`src/design/cp0_pkg.sv`:
```
// Constants shared by the system coprocessor timer and status logic
package coproc_pkg;
  // Coprocessor register numbers and selects
  localparam logic [4:0]  REG_COUNT      = 5'h09;
  localparam logic [4:0]  REG_MATCH      = 5'h0B;
  localparam logic [4:0]  REG_STATUS     = 5'h0C;
  localparam logic [2:0]  SEL_PRIMARY    = 3'h0;
  // Status field positions
  localparam int          COP_USABLE_BIT = 28;
  localparam int          BOOT_VEC_BIT   = 22;
  localparam int          SHUTDOWN_BIT   = 21;
  localparam int          SOFT_RESET_BIT = 20;
  localparam int          THR_B7_BIT     = 18;
  localparam int          THR_B6_BIT     = 16;
  localparam int          THR_LO_HI      = 15;
  localparam int          THR_LO_LO      = 10;
  localparam int          USER_SEL_BIT   = 4;
  localparam int          ERR_LVL_BIT    = 2;
  localparam int          EXC_LVL_BIT    = 1;
  localparam int          IRQ_EN_BIT     = 0;
  // Plain read/write bits; flag bits with own rules and unimplemented bits excluded
  localparam logic [31:0] STATUS_WMASK = 32'h1B4DFC17;
  // Status after reset: boot vectors, soft reset flag, error level
  localparam logic [31:0] STATUS_RESET = 32'h00500004;
  localparam logic [31:0] MATCH_RESET  = 32'h00000000;
  localparam logic [31:0] COUNT_RESET  = 32'h00000000;
  // Tick counter advances once per this many core clocks
  localparam int          TICK_DIV     = 2;
endpackage

```
`src/design/tick_if.sv`:
```
// Link between the status logic and the free-running tick counter
`timescale 1ns/100ps
interface tick_if;
  logic [31:0] count;     // Current tick count
  logic        wr;        // Load strobe for the count
  logic [31:0] wdata;     // Value loaded on wr
  logic        disable_c; // Counting stopped while high

  modport ctrl (output wr, output wdata, output disable_c, input count);
  modport counter (input wr, input wdata, input disable_c, output count);
endinterface

```
`src/design/tick_counter.sv`:
```
// Free-running tick counter advancing every other core clock
`timescale 1ns/100ps
module tick_counter (
  input  wire logic clock_i,   // Core clock
  input  wire logic reset_n_i, // Async reset, active low
  tick_if.counter   tk         // Count link
);
  logic        div_ff;   // Half-rate phase
  logic [31:0] count_ff; // Tick count

  // Phase toggles only while counting, so a pause keeps the rhythm
  always_ff @(posedge clock_i or negedge reset_n_i) begin
    if (!reset_n_i) begin
      div_ff <= 1'b0;
    end else if (!tk.disable_c) begin
      div_ff <= ~div_ff;
    end
  end

  // Software load wins over the tick in the same cycle
  always_ff @(posedge clock_i or negedge reset_n_i) begin
    if (!reset_n_i) begin
      count_ff <= coproc_pkg::COUNT_RESET;
    end else if (tk.wr) begin
      count_ff <= tk.wdata;
    end else if (!tk.disable_c && div_ff) begin
      count_ff <= count_ff + 32'h00000001;
    end
  end

  assign tk.count = count_ff;
endmodule

```
`src/design/cp0_timer_status.sv`:
```
// System coprocessor match timer, status register, mode and access decode
`timescale 1ns/100ps
module coproc_timer_status (
  input  wire logic        clock_i,          // Core clock, 10 MHz
  input  wire logic        reset_n_i,        // Async reset, active low
  input  wire logic        cop_wr_i,         // Move-to-coprocessor strobe
  input  wire logic        cop_rd_i,         // Move-from-coprocessor strobe
  input  wire logic [4:0]  cop_reg_i,        // Register number
  input  wire logic [2:0]  cop_sel_i,        // Register select
  input  wire logic [31:0] cop_wdata_i,      // Write data
  output logic      [31:0] cop_rdata_o,      // Read data, valid after cop_rd_i
  output logic             cop_unusable_o,   // Access refused, raise exception
  input  wire logic        debug_mode_flag_i,// Debug mode indication
  input  wire logic        count_disable_i,  // Stops the tick counter
  input  wire logic        tlb_shutdown_set_i,// Hardware TLB shutdown event
  input  wire logic        irq_req_i,        // Pending interrupt request
  input  wire logic [7:0]  irq_level_i,      // Priority of that request
  output logic             irq_take_o,       // Request may be taken
  output logic             irq_enabled_o,    // Global enable condition holds
  output logic             timer_irq_o,      // Timer interrupt to controller
  output logic             user_mode_o,      // Core in user mode
  output logic             kernel_mode_o,    // Core in kernel mode
  output logic             debug_mode_o,     // Core in debug mode
  output logic             boot_vector_select_o // Bootstrap exception vectors
);
  tick_if tk ();

  logic [31:0] match_ff;     // Timer match value
  logic [31:0] status_ff;    // Processor mode status
  logic [31:0] rdata_ff;     // Read data holding register
  logic        irq_ff;       // Timer interrupt latch
  logic        eq_prev_ff;   // Equality seen last cycle
  logic        eq_now;       // Count equals match
  logic        hit;          // Count became equal to match
  logic        cop_allowed;  // Coprocessor access permitted
  logic        wr_ok;        // Permitted write
  logic        sel_ok;       // Primary select
  logic        wr_match;     // Write to match value
  logic        wr_status;    // Write to status
  logic        wr_count;     // Write to tick count
  logic        global_irq_enable;
  logic        exception_level;
  logic        error_level;
  logic        user_mode_select;
  logic        sys_copro_usable;
  logic        tlb_shutdown_flag;
  logic        soft_reset_flag;
  logic [7:0]  priority_threshold;

  tick_counter u_tick (
    .clock_i   (clock_i),
    .reset_n_i (reset_n_i),
    .tk        (tk.counter)
  );

  // Status field views
  assign global_irq_enable  = status_ff[coproc_pkg::IRQ_EN_BIT];
  assign exception_level    = status_ff[coproc_pkg::EXC_LVL_BIT];
  assign error_level        = status_ff[coproc_pkg::ERR_LVL_BIT];
  assign user_mode_select   = status_ff[coproc_pkg::USER_SEL_BIT];
  assign sys_copro_usable   = status_ff[coproc_pkg::COP_USABLE_BIT];
  assign tlb_shutdown_flag  = status_ff[coproc_pkg::SHUTDOWN_BIT];
  assign soft_reset_flag    = status_ff[coproc_pkg::SOFT_RESET_BIT];
  assign priority_threshold = {status_ff[coproc_pkg::THR_B7_BIT],
                               status_ff[coproc_pkg::THR_B6_BIT],
                               status_ff[coproc_pkg::THR_LO_HI:coproc_pkg::THR_LO_LO]};

  // Mode decode; debug overrides the status mode bits
  assign debug_mode_o  = debug_mode_flag_i;
  assign user_mode_o   = !debug_mode_flag_i && user_mode_select
                         && !exception_level && !error_level;
  assign kernel_mode_o = !debug_mode_flag_i && (!user_mode_select
                         || exception_level || error_level);
  assign boot_vector_select_o = status_ff[coproc_pkg::BOOT_VEC_BIT];

  // Debug and kernel code always reach the coprocessor
  assign cop_allowed    = debug_mode_flag_i || kernel_mode_o || sys_copro_usable;
  assign cop_unusable_o = (cop_wr_i || cop_rd_i) && !cop_allowed;
  assign wr_ok          = cop_wr_i && cop_allowed;
  assign sel_ok         = cop_sel_i == coproc_pkg::SEL_PRIMARY;
  assign wr_match       = wr_ok && sel_ok && cop_reg_i == coproc_pkg::REG_MATCH;
  assign wr_status      = wr_ok && sel_ok && cop_reg_i == coproc_pkg::REG_STATUS;
  assign wr_count       = wr_ok && sel_ok && cop_reg_i == coproc_pkg::REG_COUNT;

  // Interrupt gating; a request must be strictly above the threshold
  assign irq_enabled_o = global_irq_enable && !exception_level && !error_level
                         && !debug_mode_flag_i;
  assign irq_take_o    = irq_enabled_o && irq_req_i
                         && (irq_level_i > priority_threshold);

  // Counter link
  assign tk.wr        = wr_count;
  assign tk.wdata     = cop_wdata_i;
  assign tk.disable_c = count_disable_i;

  // Match value changes only on a software write
  always_ff @(posedge clock_i or negedge reset_n_i) begin
    if (!reset_n_i) begin
      match_ff <= coproc_pkg::MATCH_RESET;
    end else if (wr_match) begin
      match_ff <= cop_wdata_i;
    end
  end

  // Edge on equality, so a count parked on the match value fires once only
  assign eq_now = tk.count == match_ff;
  assign hit    = eq_now && !eq_prev_ff;

  always_ff @(posedge clock_i or negedge reset_n_i) begin
    if (!reset_n_i) begin
      eq_prev_ff <= 1'b1; // Reset count and match are equal: no false hit after reset
    end else begin
      eq_prev_ff <= eq_now;
    end
  end

  // Interrupt latch: a fresh hit wins over a clearing write in the same cycle
  always_ff @(posedge clock_i or negedge reset_n_i) begin
    if (!reset_n_i) begin
      irq_ff <= 1'b0;
    end else if (hit) begin
      irq_ff <= 1'b1;
    end else if (wr_match) begin
      irq_ff <= 1'b0;
    end
  end

  assign timer_irq_o = irq_ff;

  // Status: plain bits under mask; soft reset flag clear-only, shutdown flag cleared by software and set by tlb_shutdown_set_i
  always_ff @(posedge clock_i or negedge reset_n_i) begin
    if (!reset_n_i) begin
      status_ff <= coproc_pkg::STATUS_RESET;
    end else begin
      if (wr_status) begin
        status_ff <= (cop_wdata_i & coproc_pkg::STATUS_WMASK)
                     | (status_ff & ~coproc_pkg::STATUS_WMASK);
        status_ff[coproc_pkg::SOFT_RESET_BIT] <=
          soft_reset_flag && cop_wdata_i[coproc_pkg::SOFT_RESET_BIT];
        status_ff[coproc_pkg::SHUTDOWN_BIT] <=
          tlb_shutdown_flag && cop_wdata_i[coproc_pkg::SHUTDOWN_BIT];
      end
      if (tlb_shutdown_set_i) begin
        status_ff[coproc_pkg::SHUTDOWN_BIT] <= 1'b1;
      end
    end
  end

  // Read data is captured so it stands until the next read
  always_ff @(posedge clock_i or negedge reset_n_i) begin
    if (!reset_n_i) begin
      rdata_ff <= 32'h00000000;
    end else if (cop_rd_i) begin
      if (!cop_allowed || !sel_ok) begin
        rdata_ff <= 32'h00000000;
      end else begin
        unique case (cop_reg_i)
          coproc_pkg::REG_COUNT:  rdata_ff <= tk.count;
          coproc_pkg::REG_MATCH:  rdata_ff <= match_ff;
          coproc_pkg::REG_STATUS: rdata_ff <= status_ff;
          default:             rdata_ff <= 32'h00000000;
        endcase
      end
    end
  end

  assign cop_rdata_o = rdata_ff;
endmodule

```
`config.mk`:
```
export PLATFORM = sky130hd
export DESIGN_NAME = coproc_timer_status
export DESIGN_NICKNAME = d
export VERILOG_FILES = /design/src/design/cp0_pkg.sv /design/src/design/tick_if.sv /design/src/design/tick_counter.sv /design/src/design/cp0_timer_status.sv
export SDC_FILE = /design/constraint.sdc
export NUM_CORES = 1
export LEC_CHECK = 0
export BUFFER_PORTS_ARGS = -buffer_cell sky130_fd_sc_hd__buf_2
export CORE_ASPECT_RATIO = 1.4
export CORE_MARGIN = 3
export CORE_UTILIZATION = 45
export DETAILED_ROUTE_END_ITERATION = 7
export PLACE_DENSITY = 0.66
export SLEW_MARGIN = 15
export SYNTH_ARGS = -nofsm -noshare
export SYNTH_HDL_FRONTEND = slang
export SYNTH_SLANG_ARGS = --single-unit
```
`constraint.sdc`:
```
create_clock -name clock_i -period 6.5 [get_ports clock_i]
set_input_delay 1.3 -clock clock_i [delete_from_list [all_inputs] [get_ports clock_i]]
set_output_delay 1.3 -clock clock_i [all_outputs]
set_load 0.02 [all_outputs]
```
==> results.py <==
metrics = {
    "outcome": {
        "status": "completed",
    },
    "yosys": {
        "synth_edf_count": 0,
        "async_reset_ff_share_pct": 100.0,
        "synthAdderAreaFrac_pct": 1.816,
        "syn_area_per_cell_um2": 10.60,
        "synth_compound_area_share_pct": 9.887,
        "netlist_area_um2": 6201,
        "synth_mux_area_share_pct": 14.45,
        "ys_seq_area_share_pct": 48.10,
        "synthCells": 585,
        "synth_top_family_by_area": "multiplexers",
        "synth.distinct_cells": 48,
        "ys_ff_latch": 119,
        "syn_nets": 650,
        "ys.flop_type": "dfrtp_1",
        "yosysWarnings": 0,
        "synthXorXnorAreaFrac_pct": 9.040,
        "synth-simple-area-share_pct": 11.04,
    },
    "sta": {
        "fin_setup_tns_ns": 0,
        "max_freq_ghz": 0.2569,
        "setup_slack_ns": 2.608,
        "fin_crit_sh_pct": 59.87,
        "fin_worst_skew_ns": 0.006054,
        "fin_crit_ns": 3.892,
        "maxSlewHeadroom_pct": 25.22,
        "tightest_slew_ns": 1.122,
        "hold_violations": 0,
        "drv_slew": 0,
        "setup-violations-final": 0,
        "rsz0062_at_grt": "no",
    },
    "clock_network": {
        "clock_latency_ns": 0.41,
        "cts.sinks": 119,
        "holdBufCountCts": 0,
        "cts_max_level": 4,
        "cts_buffer_depth": 2,
        "cts_tree": "done",
        "post_cts_buffers": 0,
        "cts.clk_slew.worst_paths_ns": 0.05,
        "cts-root-buf": "clkbuf_16",
        "cts_inserted_buffers": 17,
        "cts.repair.resized": 0,
    },
    "cells_and_area": {
        "diodes": 0,
        "drive_gt1_share_pct": 31.21,
        "utilization_pct": 54.94,
        "seq_area_um2": 2983,
        "multi_input_area_um2": 2883,
        "nNetsFinal": 729,
        "stdcell_area_um2": 7390,
        "fillers": 1209,
        "syn_to_final_growth_pct": 19.17,
    },
    "pwr": {
        "ir_drop_uv": 170.2,
        "power_mw": 2.040,
        "p_per_area_nw_per_um2": 276.1,
        "p_leak_nw": 3.381,
        "power_frac_seq_pct": 41.9,
        "p_clk_share_pct": 47.0,
        "p_comb_share_pct": 11.1,
        "switchingPower_uw": 504.6,
        "swShare_pct": 24.73,
        "p_int_mw": 1.535,
    },
    "setup_path": {
        "crit_chain": "buf_2 > or3b_2 > nor3b_2 > buf_4 > nand3_1 > mux2_2",
        "path_max_fanout": 36,
        "cp_data_required_time_ns": 6.79,
        "crit_type": "input pin to register",
        "max_stage_delay_ns": 0.79,
        "crit_path_end_kind": "register",
        "crit_slowest_cell": "nand3_1",
        "start_kind": "input pin",
        "arrival_ns": 4.18,
    },
    "global_routing": {
        "overflow": 0,
        "grt_max_degree": 76,
        "grt_pass1_vias": 4958,
        "antenna_found_initial": 0,
        "grtUsageTotal_pct": 21.50,
        "grt_first_pass_wirelength_mm": 25.35,
    },
    "floorplan": {
        "core_area_um2": 13450,
        "die-area_um2": 15240,
        "ios": 96,
        "start_util_pct": 46.10,
        "num_rows": 50,
        "die_y_um": 144.9,
        "die_w_um": 105.2,
    },
    "place": {
        "post_dp_cell_area_um2": 6782,
        "hpwl_mm": 11.05,
        "post-place-ws_ns": 2.203,
        "gp_congestion": 0.8259,
        "numPortBuffers": 95,
    },
    "detailed_routing": {
        "drc": 0,
        "drtIter0Drc": 241,
        "vias": 4670,
        "routed_wl_mm": 15.77,
        "ant_nets": 0,
        "drt_first_pass_iters": 4,
        "wire_per_inst_um": 18.38,
        "drt-vias-per-instance": 5.443,
    },
    "min_path": {
        "hp-class": "register to register",
    },
    "job": {
        "drv_cap": 0,
    },
}
[cells in the mapped netlist (2+ instances only)]
cell type	count	area share [%]
dfrtp_1	115	46
mux2_2	68	12
nand2_1	49	3.0
inv_1	46	2.8
xnor2_1	42	5.9
o22ai_1	32	3.2
o21ai_0	27	2.2
clkbuf_1	22	1.3
xor2_1	22	3.1
a22oi_1	20	2.4
nor3_1	14	1.1
buf_2	13	1.0
mux2i_1	13	2.1
nand3_1	11	0.89
nand4_1	11	1.1
ha_1	9	1.8
nor2_1	8	0.48
nor4_1	8	0.81
o21ai_1	8	0.65
dfstp_2	4	1.7
o21a_1	4	0.48
and3_1	3	0.30
and4_1	3	0.42
or4_1	3	0.36
a21o_1	2	0.24
a21oi_1	2	0.16
and4b_1	2	0.32
buf_1	2	0.12
nor2b_1	2	0.20
or2_2	2	0.20
[layout by cell type (no fill, tap or decap), types with 14 or more instances in the layout]
cell type,Yosys,final
xor2_1,22,22
nand2_1,49,49
nor3_1,14,14
mux2_2,68,68
o21ai_0,27,27
dfrtp_1,115,115
a22oi_1,20,20
clkbuf_16,0,17
inv_1,46,46
xnor2_1,42,42
buf_2,13,94
o22ai_1,32,32
[critical path: cells and delay by family]
kind                   cells  cell delay, ns
buffers and inverters      2            0.69
muxes                      1            0.58
and+or+nand+nor            3            1.59
[final timing paths]
path / slack, ns / to / depth (start not counted) / start
worst max-delay path: 2.61 / status_ff[10]$_DFFE_PN0P_ / 6 / cop_reg_i[1]
worst min-delay path: 0.46 / status_ff[20]$_DFFE_PN1P_ / 1 / status_ff[20]$_DFFE_PN1P_
worst max register to register: 3.94 / status_ff[10]$_DFFE_PN0P_ / 4 / status_ff[1]$_DFFE_PN0P_
worst min register to register: 0.46 / status_ff[20]$_DFFE_PN1P_ / 1 / status_ff[20]$_DFFE_PN1P_
max in group asynchronous: 4.29 / u_tick.tk.count[14]$_DFFE_PN0P_ / 2 / reset_n_i
min in group asynchronous: 1.05 / cop_rdata_o[15]$_DFFE_PN0P_ / 1 / reset_n_i
[final cells by class]
type                            instances  area share (%)
Timing Repair Buffer                  100           6.976
Inverter                               46           2.337
Tap cell                              182           3.082
Sequential cell                       119           40.37
Multi-Input combinational cell        380           39.01
Clock buffer                           23           6.603
Clock inverter                          8           1.625
[sequential cells by signal, summed over array words and instances (netlist names)]
signal	cells
cop_rdata_o	32
eq_prev_ff	1
match_ff	32
status_ff	20
timer_irq_o	1
u_tick.div_ff	1
u_tick.tk.count	32
[per-stage QoR]
step	cells	hold WS, ns
after floorplan	585	0.4409
after global placement	827	0.4452
after detailed placement	827	0.4519
after CTS	858	0.4665
after global routing	858	0.4705
final	858	0.4649
[logic make-up (layout without fill, tap and decap cells)]
family	Yosys count	in the layout
mux	81	81
simple gates	127	127
fa+ha+maj	9	9
flops	119	119
compound gates	99	99
buf+inv	86	177
xor+xnor	64	64
[routing by layer]
layer | vias up | global-route usage (%) | share of wire, %
li1 | 2205 | - | -
met1 | 2315 | 24.31 | 39
met2 | 118 | 39.21 | 55
met3 | 32 | 3.950 | 3.6
met4 | 0 | 10.23 | 3.0
met5 | - | 0 | 0
[power by group through the flow]
stage | Clock [mW] | Combinational (mW) | Sequential (mW)
after global routing | 1.01 | 0.253 | 0.862
final | 0.960 | 0.226 | 0.854
after CTS | 0.972 | 0.229 | 0.853
after global placement | 0 | 0.221 | 0.863
after floorplan | 0 | 0.162 | 0.839
after detailed placement | 0 | 0.227 | 0.865
(Power assumes the default switching activity.)
